## src/pkg/drc_pkg.sv

```systemverilog
// package for the dram cycle controller: timing counts, commands, pin carrier
// assumes a 100 MHz system clock
package drc_pkg;
  localparam int unsigned CLK_PERIOD_NS = 10;
  // pulse widths and delays in ns; refresh period in ms, power-up pause in us, rows and init cycles as counts
  localparam int unsigned ROW_ACTIVE_NS = 150;
  localparam int unsigned COL_ACTIVE_NS = 75;
  localparam int unsigned ROW_PRECHARGE_TIME_NS = 100;
  localparam int unsigned ROW_TO_COLUMN_DELAY_NS = 25;
  localparam int unsigned ACCESS_FROM_COLUMN_STROBE_NS = 75;
  localparam int unsigned COLUMN_BEFORE_ROW_SETUP_NS = 30;
  localparam int unsigned COL_PRECHARGE_NS = 60;
  localparam int unsigned REFRESH_PERIOD_MS = 4;
  localparam int unsigned REFRESH_ROWS = 256;
  localparam int unsigned POWERUP_PAUSE_US = 100;
  localparam int unsigned INIT_CYCLES = 8;
  // cycle counts: least times round up
  localparam int unsigned ROW_ACTIVE_CYC = (ROW_ACTIVE_NS + CLK_PERIOD_NS - 1) / CLK_PERIOD_NS;
  localparam int unsigned COL_ACTIVE_CYC = (COL_ACTIVE_NS + CLK_PERIOD_NS - 1) / CLK_PERIOD_NS;
  localparam int unsigned PRECHARGE_CYC =
    (ROW_PRECHARGE_TIME_NS + CLK_PERIOD_NS - 1) / CLK_PERIOD_NS;
  localparam int unsigned RCD_CYC = (ROW_TO_COLUMN_DELAY_NS + CLK_PERIOD_NS - 1) / CLK_PERIOD_NS;
  localparam int unsigned ACCESS_CYC =
    (ACCESS_FROM_COLUMN_STROBE_NS + CLK_PERIOD_NS - 1) / CLK_PERIOD_NS + 2;
  localparam int unsigned CBR_SETUP_CYC =
    (COLUMN_BEFORE_ROW_SETUP_NS + CLK_PERIOD_NS - 1) / CLK_PERIOD_NS;
  localparam int unsigned COL_PRE_CYC = (COL_PRECHARGE_NS + CLK_PERIOD_NS - 1) / CLK_PERIOD_NS;
  // refresh interval per row: longest time rounds down
  localparam int unsigned REFRESH_INTERVAL_CYC =
    (REFRESH_PERIOD_MS * 1000000) / (REFRESH_ROWS * CLK_PERIOD_NS);
  localparam int unsigned POWERUP_CYC = (POWERUP_PAUSE_US * 1000) / CLK_PERIOD_NS;
  localparam int unsigned ADDR_W = 9;

  typedef enum logic [1:0] {
    DRC_OP_READ,
    DRC_OP_WRITE,
    DRC_OP_RMW
  } drc_op_t;

  // pins toward the memory
  typedef struct packed {
    logic row_strobe_n;
    logic col_strobe_n;
    logic write_strobe_n;
    logic [ADDR_W-1:0] addr;
    logic data_in;
  } drc_pins_t;
endpackage

```

## src/hw/drc_ctrl.sv

```systemverilog
// controller driving a 256K x 1 multiplexed-address dynamic ram
// assumes data_out pin arrives asynchronously; strobes drive the memory directly
`timescale 1ns/10ps
`default_nettype none

// Summary of operation
// - hold strobes low for minimum active widths
// - keep row strobe high for precharge time
// - read keeps write strobe high throughout
// - data valid before later write/column fall
// - refresh every row within 4 ms
// - row-only cycle refreshes given row
// - column-before-row uses internal refresh counter
// - hidden refresh keeps column low, reads; not done here, refresh uses column-before-row cycles
// - page mode: row low, column cycles
// - nibble mode toggles column for bits
// - row half then column half on pins
// - 100 us pause then eight row cycles
module drc_ctrl
  import drc_pkg::*;
#(
  parameter int unsigned POWERUP_CYCLES = POWERUP_CYC,
  parameter int unsigned REFRESH_CYCLES = REFRESH_INTERVAL_CYC
) (
  input wire logic clk_sys,
  input wire logic rstn,
  input wire logic req_valid,
  output logic req_ready,
  input wire drc_op_t req_op,
  input wire logic [17:0] req_addr,
  input wire logic req_wdata,
  input wire logic [2:0] req_burst,
  output logic rsp_valid,
  output logic [3:0] rsp_rdata,
  output logic init_done,
  output drc_pins_t pins,
  input wire logic mem_data_out
);

  typedef enum logic [3:0] {
    ST_PWRUP, ST_IDLE, ST_PRE, ST_ROW, ST_COL, ST_ACC, ST_CPRE,
    ST_CBR_SETUP, ST_CBR_ROW
  } drc_state_t;

  drc_state_t state_q;
  logic [16:0] cnt_q;
  logic [11:0] ref_cnt_q;
  logic ref_pend_q;
  logic [3:0] init_left_q;
  logic init_done_q;
  drc_op_t op_q;
  logic [17:0] addr_q;
  logic wdata_q;
  logic [2:0] burst_q;
  logic [2:0] beat_q;
  logic [3:0] rdata_q;
  logic rsp_q;
  logic dout_s1_q;
  logic dout_s2_q;
  logic ref_only_q;
  logic [7:0] ref_row_q;
  logic row_n_q;
  logic col_n_q;
  logic we_n_q;
  logic [ADDR_W-1:0] addr_pin_q;
  logic din_q;

  assign req_ready = (state_q == ST_IDLE) && init_done_q && !ref_pend_q;
  assign rsp_valid = rsp_q;
  assign rsp_rdata = rdata_q;
  assign init_done = init_done_q;
  assign pins = '{row_strobe_n: row_n_q, col_strobe_n: col_n_q, write_strobe_n: we_n_q,
                  addr: addr_pin_q, data_in: din_q};

  // pin synchroniser
  always_ff @(posedge clk_sys or negedge rstn) begin
    if (!rstn) begin
      dout_s1_q <= 1'b0;
      dout_s2_q <= 1'b0;
    end else begin
      dout_s1_q <= mem_data_out;
      dout_s2_q <= dout_s1_q;
    end
  end

  // refresh pacing, one row per interval
  always_ff @(posedge clk_sys or negedge rstn) begin
    if (!rstn) begin
      ref_cnt_q <= '0;
      ref_pend_q <= 1'b0;
    end else begin
      if (ref_cnt_q == 12'(REFRESH_CYCLES - 1)) begin
        ref_cnt_q <= '0;
        ref_pend_q <= 1'b1;
      end else begin
        ref_cnt_q <= ref_cnt_q + 12'h001;
        // burst column precharge shares this state; only a counter refresh retires the request
        if (state_q == ST_CBR_ROW && ref_only_q && cnt_q == '0) begin
          ref_pend_q <= 1'b0;
        end
      end
    end
  end

  // main cycle sequencer
  always_ff @(posedge clk_sys or negedge rstn) begin
    if (!rstn) begin
      state_q <= ST_PWRUP;
      cnt_q <= 17'(POWERUP_CYCLES);
      init_left_q <= 4'(INIT_CYCLES);
      init_done_q <= 1'b0;
      op_q <= DRC_OP_READ;
      addr_q <= '0;
      wdata_q <= 1'b0;
      burst_q <= '0;
      beat_q <= '0;
      rdata_q <= '0;
      rsp_q <= 1'b0;
      ref_only_q <= 1'b0;
      ref_row_q <= '0;
      row_n_q <= 1'b1;
      col_n_q <= 1'b1;
      we_n_q <= 1'b1;
      addr_pin_q <= '0;
      din_q <= 1'b0;
    end else begin
      rsp_q <= 1'b0;
      if (cnt_q != '0) begin
        cnt_q <= cnt_q - 17'h00001;
      end
      unique case (state_q)
        ST_PWRUP: if (cnt_q == '0) begin
          // first row cycle must already be a row-only init cycle
          state_q <= ST_IDLE;
          cnt_q <= 17'(PRECHARGE_CYC);
        end
        ST_IDLE: begin
          if (!init_done_q) begin
            // row-only init cycle on the next refresh row
            ref_only_q <= 1'b1;
            addr_pin_q <= {1'b0, ref_row_q};
            state_q <= ST_PRE;
          end else if (ref_pend_q) begin
            col_n_q <= 1'b0;
            state_q <= ST_CBR_SETUP;
            cnt_q <= 17'(CBR_SETUP_CYC);
          end else if (req_valid) begin
            op_q <= req_op;
            addr_q <= req_addr;
            wdata_q <= req_wdata;
            burst_q <= (req_burst > 3'h3) ? 3'h3 : req_burst;
            beat_q <= '0;
            ref_only_q <= 1'b0;
            addr_pin_q <= req_addr[17:9];
            state_q <= ST_PRE;
          end
        end
        ST_PRE: if (cnt_q == '0) begin
          row_n_q <= 1'b0;
          state_q <= ST_ROW;
          cnt_q <= 17'(ref_only_q ? ROW_ACTIVE_CYC : RCD_CYC);
        end
        ST_ROW: if (cnt_q == '0) begin
          if (ref_only_q) begin
            row_n_q <= 1'b1;
            state_q <= ST_CPRE;
            cnt_q <= 17'(PRECHARGE_CYC);
            ref_row_q <= ref_row_q + 8'h01;
            if (!init_done_q) begin
              init_left_q <= init_left_q - 4'h1;
            end
          end else begin
            addr_pin_q <= addr_q[8:0];
            we_n_q <= (op_q == DRC_OP_WRITE) ? 1'b0 : 1'b1;
            din_q <= wdata_q;
            state_q <= ST_COL;
          end
        end
        ST_COL: begin
          col_n_q <= 1'b0;
          state_q <= ST_ACC;
          cnt_q <= 17'(ACCESS_CYC);
        end
        ST_ACC: if (cnt_q == '0) begin
          if (op_q != DRC_OP_WRITE) begin
            // sample after access time from column strobe fall
            rdata_q[beat_q[1:0]] <= dout_s2_q;
          end
          if (op_q == DRC_OP_RMW && we_n_q) begin
            we_n_q <= 1'b0;
            cnt_q <= 17'(COL_ACTIVE_CYC);
          end else begin
            col_n_q <= 1'b1;
            we_n_q <= 1'b1;
            if (beat_q == burst_q) begin
              rsp_q <= 1'b1;
              row_n_q <= 1'b1;
              state_q <= ST_CPRE;
              cnt_q <= 17'(PRECHARGE_CYC);
            end else begin
              beat_q <= beat_q + 3'h1;
              we_n_q <= (op_q == DRC_OP_WRITE) ? 1'b0 : 1'b1;
              state_q <= ST_CBR_ROW;
              ref_only_q <= 1'b0;
              cnt_q <= 17'(COL_PRE_CYC);
            end
          end
        end
        ST_CPRE: if (cnt_q == '0) begin
          col_n_q <= 1'b1;
          state_q <= ST_IDLE;
          if (init_left_q == 4'h0) begin
            init_done_q <= 1'b1;
          end
        end
        ST_CBR_SETUP: if (cnt_q == '0) begin
          row_n_q <= 1'b0;
          state_q <= ST_CBR_ROW;
          ref_only_q <= 1'b1;
          cnt_q <= 17'(ROW_ACTIVE_CYC);
        end
        ST_CBR_ROW: if (cnt_q == '0) begin
          if (ref_only_q) begin
            // end counter refresh cycle; test cycle re-arm not used
            row_n_q <= 1'b1;
            col_n_q <= 1'b1;
            ref_only_q <= 1'b0;
            state_q <= ST_CPRE;
            cnt_q <= 17'(PRECHARGE_CYC);
          end else begin
            state_q <= ST_COL; // nibble/page next beat
          end
        end
        default: state_q <= ST_IDLE;
      endcase
    end
  end

  // precharge before any row strobe fall
  row_precharge_a: assert property (@(posedge clk_sys) disable iff (!rstn)
    $rose(row_n_q) |-> row_n_q [*8]) else $error("precharge too short");
  row_width_a: assert property (@(posedge clk_sys) disable iff (!rstn)
    $fell(row_n_q) |-> !row_n_q [*8]) else $error("row pulse too short");
  read_we_a: assert property (@(posedge clk_sys) disable iff (!rstn)
    (op_q == DRC_OP_READ && state_q == ST_ACC) |-> we_n_q) else $error("read with write");
  early_write_a: assert property (@(posedge clk_sys) disable iff (!rstn)
    (state_q == ST_COL && op_q == DRC_OP_WRITE) |-> !we_n_q) else $error("write late");
  din_stable_a: assert property (@(posedge clk_sys) disable iff (!rstn)
    (!col_n_q && !we_n_q) |-> $stable(din_q)) else $error("data moved");
  cbr_setup_a: assert property (@(posedge clk_sys) disable iff (!rstn)
    (state_q == ST_CBR_SETUP) |-> (!col_n_q && row_n_q)) else $error("cbr order");
  addr_mux_a: assert property (@(posedge clk_sys) disable iff (!rstn)
    (state_q == ST_COL) |-> addr_pin_q == addr_q[8:0]) else $error("column addr");
  ready_gate_a: assert property (@(posedge clk_sys) disable iff (!rstn)
    req_ready |-> (init_left_q == 4'h0 && row_n_q && col_n_q)) else $error("ready early");
  cv_read_c: cover property (@(posedge clk_sys) disable iff (!rstn)
    rsp_q && op_q == DRC_OP_READ);
  cv_rmw_c: cover property (@(posedge clk_sys) disable iff (!rstn)
    rsp_q && op_q == DRC_OP_RMW);
  cv_refresh_c: cover property (@(posedge clk_sys) disable iff (!rstn)
    state_q == ST_CBR_SETUP);
endmodule
`default_nettype wire

```

## config.mk

```make
export PLATFORM = sky130hd
export DESIGN_NAME = drc_ctrl
export DESIGN_NICKNAME = d
export VERILOG_FILES = /design/src/pkg/drc_pkg.sv /design/src/hw/drc_ctrl.sv
export SDC_FILE = /design/constraint.sdc
export NUM_CORES = 1
export LEC_CHECK = 0
export BUFFER_PORTS_ARGS = -buffer_cell sky130_fd_sc_hd__buf_2
export CORE_MARGIN = 5
export CORE_UTILIZATION = 55
export CTS_BUF_LIST = sky130_fd_sc_hd__clkbuf_8
export DETAILED_ROUTE_END_ITERATION = 16
export GPL_ROUTABILITY_DRIVEN = 0
export GPL_TIMING_DRIVEN = 0
export PLACE_DENSITY = 0.81
export SYNTH_ARGS = -nofsm -noshare
export SYNTH_HDL_FRONTEND = slang
export SYNTH_SLANG_ARGS = --single-unit
```

## constraint.sdc

```tcl
create_clock -name clk_sys -period 2.6 [get_ports clk_sys]
set_clock_uncertainty 0.15 [all_clocks]
set_input_delay 0.39 -clock clk_sys [delete_from_list [all_inputs] [get_ports clk_sys]]
set_output_delay 0.39 -clock clk_sys [all_outputs]
set_load 0.02 [all_outputs]
```

==> metrics <==
Critical Path RT=2.67 ns; Post-DRT Antenna Nets=0; GRT Util Overall=20.5%; fraction of layout cells with a size suffix above 1=24.8%; crit-path max cell delay=0.43 ns; Final TNS setup=0 ns; critical path class=flop to flop; # DRC=0; top cells by count, synth=dfrtp_1, nor2_1, nand2_1, mux2_2, o21ai_0; flop-to-flop setup slack=0.11 ns; top post-synthesis cells by area=dfrtp_1, mux2_2, dfstp_2; Yosys top cell by area=dfrtp_1; CP startpoint kind=flop; multi-input logic area=2570 um^2; fill cell count=706; Syn Nets=532; sequential fraction of the synthesis area=43.9%; maximum clock frequency=402 MHz; Hold Crit Start=req_addr[1]; die width=105 um; CTS buffer count=9; Routed wire per std cell=16.6 um; R2R cell count=6; Cells after Synth=491; crit-path cells=nor3_1, nand2_2, clkbuf_1, o221a_2, nor4_1, o21ai_0; top-area cell type share of the netlist area=39.1%; Total Wirelength=11100 um; cell row count=34; status=complete, no violations; worst hold path class=input pin to flop; largest family of logic cells by synthesized area=simple AND/OR/NAND/NOR gates; IO Pins=48; Port Buffers=47; MaxCap Viol Count=0; first-pass GRT wire length=19000 um; clock root buffer=clkbuf_8; Peak VDD IR=281 uV; post-synthesis xor/xnor area fraction=5.51%; Top FF cell, synth=dfrtp_1; Hold Violations, Final=0; CORE AREA=8720 um^2; Netlist cell types=74; hold endpoint=addr_q[1]; period utilisation layout=95.8%; Final nets=597; Post-Synth Simple-Gate Area=21.1%; CTS Sinks=86; FF-to-FF End=cnt_q[3]; Mean Syn Cell Area=10.0 um^2; Reg clk slew, reported paths=0.10 ns; Initial Util=56.5%; Hold Path Cell Cnt=2; flops & latches, synth=86; initial antenna violation count=0; H-Tree Depth=3; CTS tree=done; count leader, synth=dfrtp_1; Syn Std Cell Area=4930 um^2; RR Startpoint=cnt_q[5]; adder-cell share of the synthesized area=3.30%; final setup violation count=0; Worst Setup End Kind=flop; Leak=2.47 nW; Post-DP HPWL=8090 um; vias after detailed routing=4046; vias in the first global route=3989; post-synthesis mux area share=9.07%; Synth Area in Compound Gates=13.2%; register area=2160 um^2; Die Span Y=105 um; fin crit period=2.49 ns; Worst Tran Pin Value=0.675 ns; metal2 WL=5380 um; first-pass iteration count of the detailed router=6; DR top layer=met4; Critical-path top delay cell=dfrtp_1; largest net degree at the start of global routing=52; Antenna diodes=0; critical path arrival=2.56 ns; Worst Path Max Fanout=10; Clock Latency Late Sink=0.35 ns; GRT overflow=0; Starting DRT DRC Count=496; RSZ-0062 raised after global routing=no; WL met1=4850 um; async set-or-reset flop fraction in the synthesized netlist=100%; Total Power=2.23 mW; pins over their slew limit=0; Ys Warns=0; WL met3=568 um; vias per cell=6.05; Pwr Density=401 nW/um^2; Clock Tree Buf Depth=2; worst rel slew slack=54.6%; Post-synth EDFFs=0; die area=10900 um^2; Area Overhead vs Synth=12.7%
==> repair_timing <==
action	CTS	global route
setup buffers	0	4
resized for setup	0	1
hold buffers	2	0
endpoints found under the hold margin	31	0
setup endpoints to repair	0	4
==> metrics by stage <==
stage               setup slack (ns)  instance area (um^2)  hold WS, ns  cells  utilization (%)
finish                         0.109                  5550        0.107    669             63.6
global route                 0.00580                  5550       0.0956    669             63.6
CTS                            0.148                  5520        0.101    665             63.3
detailed placement             0.156                  5330        0.196    647             61.1
global placement               0.198                  5300        0.183    646             60.7
floorplan                      0.482                  4930      -0.0556    491                -
==> layout make-up <==
type,count,area share [%]
well taps,108,2.43
plain buffers,28,2.55
flip-flops and latches,86,39.0
clock inverters,7,0.857
clock buffers,9,2.23
inverters,14,0.947
repair buffers,54,5.68
multi-input cells,363,46.3
==> registers in the layout, indices dropped and copies added, names as in the netlist <==
register / count
init_done: 1
we_n_q: 1
burst_q: 3
row_n_q: 1
init_left_q: 4
ref_cnt_q: 12
col_n_q: 1
wdata_q: 1
din_q: 1
rsp_rdata: 4
addr_pin_q: 9
beat_q: 3
rsp_valid: 1
ref_pend_q: 1
state_q: 4
dout_s1_q: 1
dout_s2_q: 1
op_q: 2
ref_only_q: 1
ref_row_q: 8
cnt_q: 17
addr_q: 9
==> kinds of logic (layout without fill, tap and decap cells) <==
family,after synthesis,after routing
AO/OA/AOI/OAI,96,96
XOR/XNOR,31,31
adder cells (fa/ha/maj),13,13
buffers and inverters,42,112
flip-flops,86,86
multiplexers,41,41
AND/OR/NAND/NOR,182,182
==> how the worst max path moves through the flow <==
stage                     to  slack (ns)  depth (start not counted)      start
6_report            cnt_q[3]        0.11                          6   cnt_q[5]
5_1_grt        addr_pin_q[6]       0.006                          6   cnt_q[5]
4_1_cts             cnt_q[0]        0.15                         10   cnt_q[0]
3_5_place_dp        cnt_q[0]        0.16                         10   cnt_q[0]
3_3_place_gp        cnt_q[0]        0.20                         10   cnt_q[8]
2_1_floorplan  addr_pin_q[0]        0.48                          6  cnt_q[14]
==> layer usage <==
| metal | track usage (%) | up-vias |
|---|---|---|
| met3 | 2.90 | 31 |
| met2 | 33.8 | 158 |
| li1 | - | 1899 |
| met5 | 0 | - |
| met4 | 7.12 | 0 |
| met1 | 27.8 | 1958 |
==> power by group <==
part	internal [mW]	switching, mW	total, mW
Clock	0.349	0.481	0.830
Combinational	0.0218	0.0338	0.0556
Sequential	1.34	0.000934	1.34
==> critical path: cells and delay by family, from the launching register on <==
| kind | cells | cell delay [ns] |
|---|---|---|
| flip-flops | 1 | 0.43 |
| AO/OA/AOI/OAI | 2 | 0.48 |
| buffers and inverters | 1 | 0.29 |
| AND/OR/NAND/NOR | 3 | 1.01 |
==> placed cells by master, fill, tap and decap left out, types with 11 or more instances in the layout <==
| master | Yosys | final |
|---|---|---|
| buf_2 | 7 | 53 |
| nand3_1 | 16 | 16 |
| nor3_1 | 13 | 13 |
| xor2_1 | 11 | 11 |
| clkbuf_1 | 12 | 12 |
| xnor2_1 | 20 | 20 |
| nor2_1 | 40 | 40 |
| mux2_2 | 27 | 27 |
| ha_1 | 13 | 13 |
| dfrtp_1 | 77 | 77 |
| nand2_1 | 38 | 37 |
| mux2i_1 | 12 | 12 |
| nand4_1 | 11 | 11 |
| inv_1 | 13 | 14 |
| a21oi_1 | 19 | 19 |
| o21ai_0 | 27 | 27 |
Power figures use the tool's default switching activity.
